--- config.mk ---
export PLATFORM = sky130hd
export DESIGN_NAME = rcc_regs
export DESIGN_NICKNAME = d
export VERILOG_FILES = /design/src/hw/rcc_pkg.sv /design/src/hw/rcc_decode.sv /design/src/hw/rcc_enable.sv /design/src/hw/rcc_regs.sv
export SDC_FILE = /design/constraint.sdc
export NUM_CORES = 1
export LEC_CHECK = 0
export ABC_AREA = 0
export BUFFER_PORTS_ARGS = -buffer_cell sky130_fd_sc_hd__buf_2
export CORE_UTILIZATION = 41
export CTS_CLUSTER_DIAMETER = 80
export DETAILED_ROUTE_END_ITERATION = 6
export PLACE_DENSITY = 0.71
export SYNTH_ARGS = -nofsm -noshare
export SYNTH_HDL_FRONTEND = slang
export SYNTH_SLANG_ARGS = --single-unit
--- constraint.sdc ---
create_clock -name aclk -period 5.3 [get_ports aclk]
set_clock_uncertainty 0.1 [all_clocks]
set_input_delay 0.265 -clock aclk [delete_from_list [all_inputs] [get_ports aclk]]
set_output_delay 0.265 -clock aclk [all_outputs]
set_load 0.02 [all_outputs]
--- src/hw/rcc_pkg.sv ---
// Purpose: shared constants and types of the channel 2 config register bank
// Assumes: 32-bit AXI4-Lite, one aligned word per register
// Notes: printed offsets are word indices; byte address is four times index
package rcc_pkg;
  localparam int RCC_DATA_W = 32;
  localparam int RCC_ADDR_W = 12;

  // word indices
  localparam logic [7:0] RCC_IDX_VOLTAGE = 8'h2d;
  localparam logic [7:0] RCC_IDX_MODE = 8'h2e;
  localparam logic [7:0] RCC_IDX_BIAS = 8'h40;
  localparam logic [7:0] RCC_IDX_STATUS = 8'h41;

  // field positions in the mode/limit/enable register
  localparam int RCC_MODE_LSB = 6;
  localparam int RCC_ILIM_LSB = 4;
  localparam int RCC_ADE_BIT = 3;
  localparam int RCC_EN_LSB = 0;
  localparam int RCC_EN_FORCE_BIT = 2;
  localparam int RCC_EN_ON_BIT = 1;

  // bias and status bit positions
  localparam int RCC_BIAS_LPM_BIT = 0;
  localparam int RCC_STAT_ENABLED_BIT = 0;
  localparam int RCC_STAT_DISCHARGE_BIT = 1;

  // reset values (voltage and mode defaults stand in as top parameters)
  localparam logic [7:0] RCC_VOLTAGE_RESET = 8'h00;
  localparam logic [7:0] RCC_MODE_RESET = 8'h00;
  localparam logic RCC_BIAS_RESET = 1'b0;

  // voltage transfer in millivolts: 500 base, 25 step
  localparam logic [12:0] RCC_VOUT_BASE_MV = 13'h01f4;
  localparam logic [12:0] RCC_VOUT_STEP_MV = 13'h0019;

  // peak current limits in milliamps: 1000, 750, 500, 333
  localparam logic [9:0] RCC_ILIM0_MA = 10'h3e8;
  localparam logic [9:0] RCC_ILIM1_MA = 10'h2ee;
  localparam logic [9:0] RCC_ILIM2_MA = 10'h1f4;
  localparam logic [9:0] RCC_ILIM3_MA = 10'h14d;

  localparam logic [1:0] RCC_RESP_OKAY = 2'h0;
  localparam logic [1:0] RCC_RESP_SLVERR = 2'h2;

  typedef enum logic [1:0] {
    RCC_MODE_AUTO,
    RCC_MODE_BUCK,
    RCC_MODE_BOOST,
    RCC_MODE_BUCK_BOOST
  } rcc_mode_t;
endpackage

--- src/hw/rcc_decode.sv ---
// Purpose: turns the stored fields into converter settings
// Assumes: fields come straight from the register flops
// Notes: outputs are registered, one cycle behind the register
`timescale 1ns/1ps
module rcc_decode (
  input wire logic aclk,
  input wire logic aresetn,
  input wire logic [7:0] voltage_code,
  input wire logic [1:0] mode_field,
  input wire logic [1:0] ilim_field,
  output rcc_pkg::rcc_mode_t converter_operating_mode,
  output logic [12:0] channel2_target_voltage_mv,
  output logic [9:0] channel2_peak_current_limit_ma
);
  import rcc_pkg::*;

  rcc_mode_t next_mode;
  logic [12:0] next_vout;
  logic [9:0] next_ilim;

  always_comb begin
    // mode codes map onto the enum order
    next_mode = rcc_mode_t'(mode_field);
    // 255 * 25 + 500 stays below 8192
    next_vout = RCC_VOUT_BASE_MV
      + 13'(13'(voltage_code) * RCC_VOUT_STEP_MV);
    unique case (ilim_field)
      2'h0: next_ilim = RCC_ILIM0_MA;
      2'h1: next_ilim = RCC_ILIM1_MA;
      2'h2: next_ilim = RCC_ILIM2_MA;
      2'h3: next_ilim = RCC_ILIM3_MA;
    endcase
  end

  always_ff @(posedge aclk) begin
    if (!aresetn) begin
      converter_operating_mode <= RCC_MODE_AUTO;
      channel2_target_voltage_mv <= RCC_VOUT_BASE_MV;
      channel2_peak_current_limit_ma <= RCC_ILIM0_MA;
    end else begin
      converter_operating_mode <= next_mode;
      channel2_target_voltage_mv <= next_vout;
      channel2_peak_current_limit_ma <= next_ilim;
    end
  end
endmodule

--- src/hw/rcc_enable.sv ---
// Purpose: resolves channel on/off and the active discharge switch
// Assumes: sequencer gives one level per slot, high while slot is up
// Notes: discharge only ever engages while the channel is off
`timescale 1ns/1ps
module rcc_enable #(
  parameter int SLOTS = 4
) (
  input wire logic aclk,
  input wire logic aresetn,
  input wire logic [2:0] enable_control,
  input wire logic discharge_enable,
  input wire logic [SLOTS-1:0] power_sequencer_slot_on,
  output logic channel2_on,
  output logic channel2_discharge_on
);
  import rcc_pkg::*;

  logic next_on;
  logic next_discharge;

  always_comb begin
    if (enable_control[RCC_EN_FORCE_BIT]) begin
      // forced codes ignore the sequencer entirely
      next_on = enable_control[RCC_EN_ON_BIT];
    end else begin
      next_on = power_sequencer_slot_on[enable_control[1:0]];
    end
    // clear bit leaves the output to decay through the load
    next_discharge = discharge_enable && !next_on;
  end

  always_ff @(posedge aclk) begin
    if (!aresetn) begin
      channel2_on <= 1'b0;
      channel2_discharge_on <= 1'b0;
    end else begin
      channel2_on <= next_on;
      channel2_discharge_on <= next_discharge;
    end
  end
endmodule

--- src/hw/rcc_regs.sv ---
// Purpose: AXI4-Lite register bank for converter channel 2 configuration
// Assumes: one write and one read under way at most
// Notes: reset values of the two config words are top parameters
//
// Local design decision: the AXI4-Lite slave port.
`timescale 1ns/1ps
module rcc_regs #(
  parameter int ADDR_W = rcc_pkg::RCC_ADDR_W,
  parameter int SLOTS = 4,
  parameter logic [7:0] VOLTAGE_RESET = rcc_pkg::RCC_VOLTAGE_RESET,
  parameter logic [7:0] MODE_RESET = rcc_pkg::RCC_MODE_RESET
) (
  input wire logic aclk,
  input wire logic aresetn,
  input wire logic [ADDR_W-1:0] s_axi_awaddr,
  input wire logic [2:0] s_axi_awprot,
  input wire logic s_axi_awvalid,
  output logic s_axi_awready,
  input wire logic [rcc_pkg::RCC_DATA_W-1:0] s_axi_wdata,
  input wire logic [3:0] s_axi_wstrb,
  input wire logic s_axi_wvalid,
  output logic s_axi_wready,
  output logic [1:0] s_axi_bresp,
  output logic s_axi_bvalid,
  input wire logic s_axi_bready,
  input wire logic [ADDR_W-1:0] s_axi_araddr,
  input wire logic [2:0] s_axi_arprot,
  input wire logic s_axi_arvalid,
  output logic s_axi_arready,
  output logic [rcc_pkg::RCC_DATA_W-1:0] s_axi_rdata,
  output logic [1:0] s_axi_rresp,
  output logic s_axi_rvalid,
  input wire logic s_axi_rready,
  input wire logic [SLOTS-1:0] power_sequencer_slot_on,
  output rcc_pkg::rcc_mode_t converter_operating_mode,
  output logic [12:0] channel2_target_voltage_mv,
  output logic [9:0] channel2_peak_current_limit_ma,
  output logic channel2_on,
  output logic channel2_discharge_on,
  output logic bias_low_power_select
);
  import rcc_pkg::*;

  // register state
  logic [7:0] channel2_output_voltage_code;
  logic [7:0] channel2_mode_limit_enable;
  logic bias_lpm;
  logic [7:0] next_voltage_code;
  logic [7:0] next_mode_limit_enable;
  logic next_bias_lpm;

  // write channel state
  logic aw_held;
  logic w_held;
  logic [ADDR_W-1:0] wr_addr;
  logic [7:0] wr_byte;
  logic wr_lane0;
  logic bvalid;
  logic [1:0] bresp;
  logic next_aw_held;
  logic next_w_held;
  logic [ADDR_W-1:0] next_wr_addr;
  logic [7:0] next_wr_byte;
  logic next_wr_lane0;
  logic next_bvalid;
  logic [1:0] next_bresp;

  // read channel state
  logic rvalid;
  logic [RCC_DATA_W-1:0] rdata;
  logic [1:0] rresp;
  logic next_rvalid;
  logic [RCC_DATA_W-1:0] next_rdata;
  logic [1:0] next_rresp;

  logic aw_take;
  logic w_take;
  logic ar_take;
  logic [7:0] status_byte;

  function automatic logic addr_hit(input logic [ADDR_W-1:0] addr,
                                    input logic [7:0] idx);
    addr_hit = addr[ADDR_W-1:2] == (ADDR_W-2)'(idx);
  endfunction

  // a new write is held off until the previous response is taken
  assign s_axi_awready = !aw_held && !bvalid;
  assign s_axi_wready = !w_held && !bvalid;
  assign s_axi_arready = !rvalid;
  assign aw_take = s_axi_awvalid && s_axi_awready;
  assign w_take = s_axi_wvalid && s_axi_wready;
  assign ar_take = s_axi_arvalid && s_axi_arready;

  assign s_axi_bvalid = bvalid;
  assign s_axi_bresp = bresp;
  assign s_axi_rvalid = rvalid;
  assign s_axi_rdata = rdata;
  assign s_axi_rresp = rresp;
  assign bias_low_power_select = bias_lpm;

  always_comb begin
    status_byte = 8'h00;
    status_byte[RCC_STAT_ENABLED_BIT] = channel2_on;
    status_byte[RCC_STAT_DISCHARGE_BIT] = channel2_discharge_on;
  end

  // write path: address and data taken in either order
  always_comb begin
    next_aw_held = aw_held;
    next_w_held = w_held;
    next_wr_addr = wr_addr;
    next_wr_byte = wr_byte;
    next_wr_lane0 = wr_lane0;
    next_bvalid = bvalid;
    next_bresp = bresp;
    next_voltage_code = channel2_output_voltage_code;
    next_mode_limit_enable = channel2_mode_limit_enable;
    next_bias_lpm = bias_lpm;
    if (aw_take) begin
      next_aw_held = 1'b1;
      next_wr_addr = s_axi_awaddr;
    end
    if (w_take) begin
      next_w_held = 1'b1;
      next_wr_byte = s_axi_wdata[7:0];
      next_wr_lane0 = s_axi_wstrb[0];
    end
    if (bvalid && s_axi_bready) begin
      next_bvalid = 1'b0;
    end
    if (aw_held && w_held && !bvalid) begin
      next_aw_held = 1'b0;
      next_w_held = 1'b0;
      next_bvalid = 1'b1;
      next_bresp = RCC_RESP_OKAY;
      if (addr_hit(wr_addr, RCC_IDX_VOLTAGE)) begin
        if (wr_lane0) begin
          next_voltage_code = wr_byte;
        end
      end else if (addr_hit(wr_addr, RCC_IDX_MODE)) begin
        if (wr_lane0) begin
          next_mode_limit_enable = wr_byte;
        end
      end else if (addr_hit(wr_addr, RCC_IDX_BIAS)) begin
        // sequencing of this bit around enable is left to software
        if (wr_lane0) begin
          next_bias_lpm = wr_byte[RCC_BIAS_LPM_BIT];
        end
      end else if (!addr_hit(wr_addr, RCC_IDX_STATUS)) begin
        next_bresp = RCC_RESP_SLVERR;
      end
    end
  end

  always_ff @(posedge aclk) begin
    if (!aresetn) begin
      aw_held <= 1'b0;
      w_held <= 1'b0;
      wr_addr <= '0;
      wr_byte <= 8'h00;
      wr_lane0 <= 1'b0;
      bvalid <= 1'b0;
      bresp <= RCC_RESP_OKAY;
      channel2_output_voltage_code <= VOLTAGE_RESET;
      channel2_mode_limit_enable <= MODE_RESET;
      bias_lpm <= RCC_BIAS_RESET;
    end else begin
      aw_held <= next_aw_held;
      w_held <= next_w_held;
      wr_addr <= next_wr_addr;
      wr_byte <= next_wr_byte;
      wr_lane0 <= next_wr_lane0;
      bvalid <= next_bvalid;
      bresp <= next_bresp;
      channel2_output_voltage_code <= next_voltage_code;
      channel2_mode_limit_enable <= next_mode_limit_enable;
      bias_lpm <= next_bias_lpm;
    end
  end

  // read path: answer one cycle after the address is taken
  always_comb begin
    next_rvalid = rvalid;
    next_rdata = rdata;
    next_rresp = rresp;
    if (rvalid && s_axi_rready) begin
      next_rvalid = 1'b0;
    end
    if (ar_take) begin
      next_rvalid = 1'b1;
      next_rresp = RCC_RESP_OKAY;
      next_rdata = '0;
      if (addr_hit(s_axi_araddr, RCC_IDX_VOLTAGE)) begin
        next_rdata[7:0] = channel2_output_voltage_code;
      end else if (addr_hit(s_axi_araddr, RCC_IDX_MODE)) begin
        next_rdata[7:0] = channel2_mode_limit_enable;
      end else if (addr_hit(s_axi_araddr, RCC_IDX_BIAS)) begin
        next_rdata[RCC_BIAS_LPM_BIT] = bias_lpm;
      end else if (addr_hit(s_axi_araddr, RCC_IDX_STATUS)) begin
        next_rdata[7:0] = status_byte;
      end else begin
        next_rresp = RCC_RESP_SLVERR;
      end
    end
  end

  always_ff @(posedge aclk) begin
    if (!aresetn) begin
      rvalid <= 1'b0;
      rdata <= '0;
      rresp <= RCC_RESP_OKAY;
    end else begin
      rvalid <= next_rvalid;
      rdata <= next_rdata;
      rresp <= next_rresp;
    end
  end

  rcc_decode u_decode (
    .aclk(aclk),
    .aresetn(aresetn),
    .voltage_code(channel2_output_voltage_code),
    .mode_field(channel2_mode_limit_enable[RCC_MODE_LSB+:2]),
    .ilim_field(channel2_mode_limit_enable[RCC_ILIM_LSB+:2]),
    .converter_operating_mode(converter_operating_mode),
    .channel2_target_voltage_mv(channel2_target_voltage_mv),
    .channel2_peak_current_limit_ma(channel2_peak_current_limit_ma)
  );

  rcc_enable #(
    .SLOTS(SLOTS)
  ) u_enable (
    .aclk(aclk),
    .aresetn(aresetn),
    .enable_control(channel2_mode_limit_enable[RCC_EN_LSB+:3]),
    .discharge_enable(channel2_mode_limit_enable[RCC_ADE_BIT]),
    .power_sequencer_slot_on(power_sequencer_slot_on),
    .channel2_on(channel2_on),
    .channel2_discharge_on(channel2_discharge_on)
  );
endmodule

==> summary.md, run 1 <==
| Metric | Value |
|---|---|
| Initial DRC Count | 140 |
| Synth Flop Type | dfxtp_1 |
| Diodes inserted | 0 |
| WHS | around 0.034 ns |
| Io pins | 146 |
| Hold Fails Final Rpt | 0 |
| Max cap viols | 0 |
| Netlist cell types | 52 |
| HPWL after DPL | 5.65 mm |
| Cell Pwr Density | roughly 280 nW/um2 |
| CP Max Fanout | 4 |
| H-tree Lvls | 3 |
| Clock transition at path regs | approximately 0.08 ns |
| Drt total wl | 7.68 mm |
| Hold depth | 3 |
| DRT antenna net count | 0 |
| Final setup viols | 0 |
| Detailed-route vias per instance | between 4 and 5 |
| Tightest Hold Check Type | in -> reg |
| Worst Path Arrival | ~3.4 ns |
| Period Utilization, post-route | 0.606 |
| Static leakage | roughly 2.0 nW |
| CTS tree | done |
| Run status | finished clean |
| Fillers | around 830 |
| Setup WS pre-CTS | between 2 and 2.5 ns |
| Seq/Total Area, Yosys | 0.402 |
| Synth warn | 0 |
| Core ar. | 8760 um2 |
| Total grt overflow | 0 |
| Max VDD drop | between 150 and 200 uV |
| Max Root-Sink Buffers | 2 |
| Port Buf Inserts | between 80 and 90 |
| Die width | 97.4 um |
| GP Congestion | 0.773 |
| Row count | 34 |
| Area of the die | between 9000 and 10,000 um2 |
| Register area | 1500 um2 |
| Cell Count, Final, Fillers Out | a little over 600 |
| Via count | between 3,000 and 4,000 |
| Cts repair resizes | 0 |
| Syn Area/Cell | 8.82 um2 |
| PnR worst setup slack | around 2.1 ns |
| Worst slew margin | 0.434 |
| Tightest Pin Transition | between 0.8 and 0.9 ns |
| DRT Pass-1 Iters | 4 |
| Required time worst endpoint | roughly 5.5 ns |
| Startpoint Class | flip-flop |
| Critical path class | reg -> reg |
| F_max | 0.311 GHz |
| Clock Latency Late Sink | 0.36 ns |
| Syn-to-layout area delta | 16.8% |
| CTS root buf | clkbuf_8 |
| GRT Overall Usage | 0.162 |
| Clock sink count | between 70 and 80 |
| TritonCTS Buffers | 9 |
| Layout cell share with drive strength beyond 1 | 0.213 |
| Post-Syn Area | 3730 um2 |
| Path depth of the worst reg2reg path | 10 |
| Synth area leaders | dfxtp_1, ha_1, nand2_1, buf_4, mux2i_1 |
| Dpl cells | around 600 |
| Area leader, netlist | dfxtp_1 |
| Most numerous cell in the Yosys netlist | nand2_1 |
| Initial core utilization | 0.426 |
| Vias in the first global route | ~2,800 |
| Tot Pwr | 1.22 mW |
| Initial antenna violation count | 0 |
| Nets | 609 |
| Async S/R FF share, synth | 0 |
| EDFF count, synth | 0 |
| Period minus WS final | 3.21 ns |
| Max-slew violation count | 0 |
| Multi-input gate area | 1930 um2 |
| Unrepaired setup endpoints after global routing | false |
| Setup TNS | 0 ns |
| Drt drc | 0 |
| First-pass GRT wire length | between 10 and 15 mm |
| Synth Instances | between 400 and 500 |
| Die Height | just under 100 um |
| Worst Setup End Kind | flip-flop |
| Synth top cells by count | nand2_1, dfxtp_1, inv_1 |
| Share of the synthesized area in the top cell type | 0.402 |
| DR WL/cell | roughly 13 um |
| Pin count of the biggest net entering global routing | 49 |
| Flops & latches, synth | between 70 and 80 |
[report_power, final]
part | total (mW) | internal [mW] | switching [mW]
combinational | 0.100 | 0.0307 | 0.0696
clock | 0.528 | 0.312 | 0.215
sequential | 0.587 | 0.577 | 0.0103
total | 1.22 | 0.920 | 0.295
[layer usage]
layer | routed length, um | up-vias | track usage
met2 | 3520 | 101 | 0.264
met1 | 3590 | 1364 | 0.204
li1 | - | 1526 | -
met3 | 462 | 10 | 0.0489
met5 | 0 | - | 0
met4 | 110 | 0 | 0.0588
[layout make-up]
cell class,instances,share of cell area
multi-input combinational,294,0.442
clock inverter,6,0.0258
tap,108,0.0310
sequential,75,0.344
timing repair buffer,84,0.0987
inverter,34,0.0293
clock buffer,9,0.0284
[timing repair]
item                      CTS  global route
hold buffers                1             0
hold endpoints to repair    1             0
setup buffers               0             0
[path summary, 6_finish.rpt]
path / start / endpoint / slack, ns
worst max-delay path: channel2_output_voltage_code[2] / u_decode.channel2_target_voltage_mv[10] / 2.09
worst min-delay path: s_axi_awaddr[9] / wr_addr[9] / 0.03
worst max register to register: channel2_output_voltage_code[2] / u_decode.channel2_target_voltage_mv[10] / 2.09
worst min register to register: s_axi_rdata[7] / s_axi_rdata[7] / 0.35
[cell usage in the layout (no fill, tap or decap), drive strengths merged, types with 3 or more instances in the layout]
| master | n |
|---|---|
| conb | 27 |
| ha | 30 |
| nand2b | 3 |
| a21oi | 32 |
| nand2 | 77 |
| o21ai | 11 |
| buf | 83 |
| fa | 4 |
| o21a | 3 |
| clkbuf | 9 |
| nor4b | 3 |
| mux2i | 19 |
| a211oi | 3 |
| bufinv | 3 |
| nand3 | 12 |
| and2 | 6 |
| dfxtp | 75 |
| inv | 35 |
| or3 | 3 |
| nor4 | 4 |
| a31oi | 3 |
| a22o | 7 |
| nand4 | 3 |
| nor2b | 4 |
| nor2 | 11 |
[worst max-delay path, stage by stage, from the launching register on]
cell and delay (ns):
dfxtp_1 0.41, inv_1 0.08, ha_1 0.28, inv_1 0.05, fa_1 0.45, ha_1 0.35
fa_1 0.50, a211o_1 0.31, a21oi_1 0.17, mux2i_1 0.09, a311o_1 0.31
[state kept, by name, summed over array words and instances, names as in the netlist, 2 cells and up]
name	flops
channel2_mode_limit_enable	8
wr_addr	10
u_decode.channel2_target_voltage_mv	13
s_axi_rdata	8
u_decode.channel2_peak_current_limit_ma	8
wr_byte	8
u_decode.converter_operating_mode	2
channel2_output_voltage_code	8
[per-stage QoR]
step,util,cell area [um2]
2_1_floorplan,-,3830
3_3_place_gp,0.469,4110
3_5_place_dp,0.469,4110
4_1_cts,0.497,4360
5_1_grt,0.497,4360
6_report,0.497,4360
[kinds of logic after synthesis]
| family | Yosys count | share of synthesized area |
|---|---|---|
| AOI/OAI and AO/OA | 75 | 0.127 |
| xor gates and xnor gates | 4 | 0.00939 |
| adders and majority gates | 34 | 0.122 |
| buffers and inverters | 79 | 0.108 |
| DFF | 75 | 0.402 |
| muxes | 21 | 0.0570 |
| other | 2 | 0.00201 |
| and+or+nand+nor | 133 | 0.172 |
Power figures use the tool's default switching activity.
==> run 2, diff against run 1 <==
Settings changed: ABC_AREA 0 to 1, PLACE_DENSITY 0.71 to 0.74.
Clock period 5.3 ns to 2.8 ns, I/O delays scaled along.
==> run 2 against run 1 <==
Effect of this change:
- the run now ends with DRC left
- synthesized cell count is 14% higher
- clock-buffer cell count grew 1
- register-to-register slack got worse by 2.1 ns
- cell count is 14% higher
- hold slack got worse by 0.017 ns
- maximum frequency grew 16%
- clock power rose by 58%
- worst setup slack got worse by 2.1 ns
- combinational power grew to 2.6 times the previous value
- routed wire length is 7.6% higher
- via count is 8.1% higher
- highest routed layer unchanged
==> summary.md, run 2 <==
| Metric | Value |
|---|---|
| Run status | finished, violations left |
| Failing checks | DRC |
| Via count | 3,243 |
| Syn-to-layout area delta | 23.4% |
| Core ar. | between 8000 and 9000 um2 |
| Startpoint Class | flip-flop |
| Clock Latency Late Sink | about 0.35 ns |
| Reg with most FFs | u_decode.channel2_target_voltage_mv |
| Initial antenna violation count | 0 |
| CP Max Fanout | 4 |
| Vias in the first global route | roughly 3,000 |
| Sw Pwr | 598 uW |
| Synth Instances | 483 |
| F_max | approximately 0.36 GHz |
| Area of the die | around 9600 um2 |
| Period minus WS final | 2.77 ns |
| Syn Area/Cell | about 7.8 um2 |
| DRT antenna net count | 0 |
| EDFF count, synth | 0 |
| Clock transition at path regs | approximately 0.080 ns |
| Comb power frac | 0.116 |
| Initial core utilization | 0.429 |
| Synth warn | 0 |
| Critical path class | reg -> reg |
| DRT Pass-1 Iters | 7 |
| Unrepaired setup endpoints after global routing | true |
| Max VDD drop | around 260 uV |
| Worst path cell trace | inv_1, ha_1, inv_1, fa_1, ha_4, ha_4, a21oi_1, nand2_1, xor2_1, or2_2 |
| Clock network fraction of total power | 0.374 |
| Synth area leaders | dfxtp_1, ha_1, inv_1, nand2_1, a21oi_1 |
| DR WL/cell | 11.8 um |
| Crit-path leading delay family | adder cells |
| Sw frac | 0.269 |
| Synth Flop Type | dfxtp_1 |
| Async S/R FF share, synth | 0 |
| Max Root-Sink Buffers | 2 |
| Port Buf Inserts | just over 80 |
| Final setup viols | 0 |
| Tot Pwr | around 2.2 mW |
| Post-Syn Area | around 3800 um2 |
| Pin count of the biggest net entering global routing | between 50 and 60 |
| GP Congestion | ~0.8 |
| Diodes inserted | 0 |
| CTS tree | done |
| Synth top cells by count | dfxtp_1, inv_1, nand2_1 |
| Post-CTS Setup Repair Bufs | 0 |
| PnR worst setup slack | between 0.02 and 0.03 ns |
| Worst Path Buf+Inv | 2 |
| Tightest Hold Check Type | in -> reg |
| Max-slew violation count | 0 |
| WHS | between 0.015 and 0.02 ns |
| Fin util | 0.530 |
| Hold Fails Final Rpt | 0 |
| Setup WS pre-CTS | -0.0805 ns |
| HPWL after DPL | approximately 6 mm |
| Clock sink count | 75 |
| Total grt overflow | 0 |
| R2R setup slack | between 0.02 and 0.03 ns |
| CTS root buf | clkbuf_8 |
| Layout cell share with drive strength beyond 1 | 0.229 |
| GRT Overall Usage | 0.175 |
| Netlist cell types | 36 |
| Internal power | approximately 1.6 mW |
| Max FFs per register | 13 |
| Flops & latches, synth | 75 |
| Share of the synthesized area in the top cell type | 0.397 |
| Slowest CP cell | fa_1 |
| First-pass GRT wire length | ~13 mm |
| Worst Setup End Kind | flip-flop |
| TritonCTS Buffers | 9 |
| Max incr delay on CP | 0.54 ns |
| Seq/Total Area, Yosys | 0.397 |
| Most numerous cell in the Yosys netlist | dfxtp_1 |
| Nets | 696 |
| Post-DP Area | between 4000 and 5000 um2 |
| Max cap viols | 0 |
| Detailed-route vias per instance | 4.65 |
| Static leakage | 2.32 nW |
| Worst Path Arrival | 2.91 ns |
| H-tree Lvls | 3 |
| Die width | approximately 98 um |
| Tightest Pin Transition | between 0.5 and 0.6 ns |
| Fillers | 812 |
| Final Cell Area | roughly 4700 um2 |
| Largest regs | u_decode.channel2_target_voltage_mv: 13 flops, wr_addr: 10 flops |
| Most common cell after layout, fill and taps aside | buf_2 |
| Worst slew margin | 0.600 |
| Drt total wl | 8.26 mm |
| Drt drc | 6 |
| Row count | 34 |
| Period Utilization, post-route | 0.989 |
| Sequential Power Share | 0.510 |
| Required time worst endpoint | just under 3 ns |
| Commonest cells after routing, fill and taps aside | buf_2, dfxtp_1, inv_1, nand2_1, nor2_1 |
| Die Height | 98 um |
| Area leader, netlist | dfxtp_1 |
| Cell Pwr Density | 477 nW/um2 |
| Initial DRC Count | 209 |
| Io pins | between 100 and 150 |
## run 2: layout make-up
class	instances	area, um2	area share
clock buffer	10	138	0.0295
clock inverter	5	53.8	0.0115
inverter	74	278	0.0595
multi-input combinational	319	1910	0.409
sequential	75	1510	0.323
tap	108	135	0.0290
timing repair buffer	106	648	0.139
## run 2: cells by family (layout without fill, tap and decap cells)
family	Yosys count	count (layout)	synth area share
AO/OA/AOI/OAI	92	92	0.130
flip-flops	75	75	0.397
AND/OR/NAND/NOR	163	163	0.196
XOR/XNOR	3	3	0.00695
other	2	27	0.00199
adder cells (fa/ha/maj)	34	34	0.121
buffers and inverters	114	195	0.146
## run 2: per-stage QoR
step	cells	setup TNS (ns)
6_report	697	0
2_1_floorplan	508	0
3_5_place_dp	660	-0.0852
5_1_grt	697	-0.0621
3_3_place_gp	660	0
4_1_cts	697	0
## run 2: path summary, 6_finish.rpt
| kind | depth (start not counted) | start | endpoint |
|---|---|---|---|
| max | 10 | channel2_output_voltage_code[3] | u_decode.channel2_target_voltage_mv[7] |
| min | 3 | s_axi_wdata[6] | wr_byte[6] |
| max reg2reg | 10 | channel2_output_voltage_code[3] | u_decode.channel2_target_voltage_mv[7] |
| min reg2reg | 1 | channel2_output_voltage_code[2] | u_decode.channel2_target_voltage_mv[2] |
## run 2: tightest hold or removal path, delay by kind of cell
| kind | cells | cell delay [ns] |
|---|---|---|
| AOI/OAI and AO/OA | 2 | 0.21 |
| buffers and inverters | 1 | 0.08 |
## run 2: what timing repair did
item / 4_1_cts / 5_1_grt
pin swaps: 0 / 5
endpoints found under the setup margin: 3 / 6
gates resized for setup: 5 / 13
hold endpoints to repair: 23 / 0
hold buffers: 22 / 0
## run 2: layer usage
layer | track usage | wire length (um) | share of wire
met1 | 0.215 | 3870 | 0.47
met2 | 0.291 | 3890 | 0.47
met3 | 0.0515 | 409 | 0.050
met4 | 0.0606 | 91 | 0.011
met5 | 0 | 0 | 0
## run 2: power groups by stage
stage | clock [mW] | sequential (mW) | combinational [mW]
final | 0.832 | 1.13 | 0.258
after global routing | 0.896 | 1.14 | 0.289
after CTS | 0.849 | 1.13 | 0.256
after detailed placement | 0 | 1.16 | 0.233
after global placement | 0 | 1.16 | 0.228
after floorplan | 0 | 1.16 | 0.185
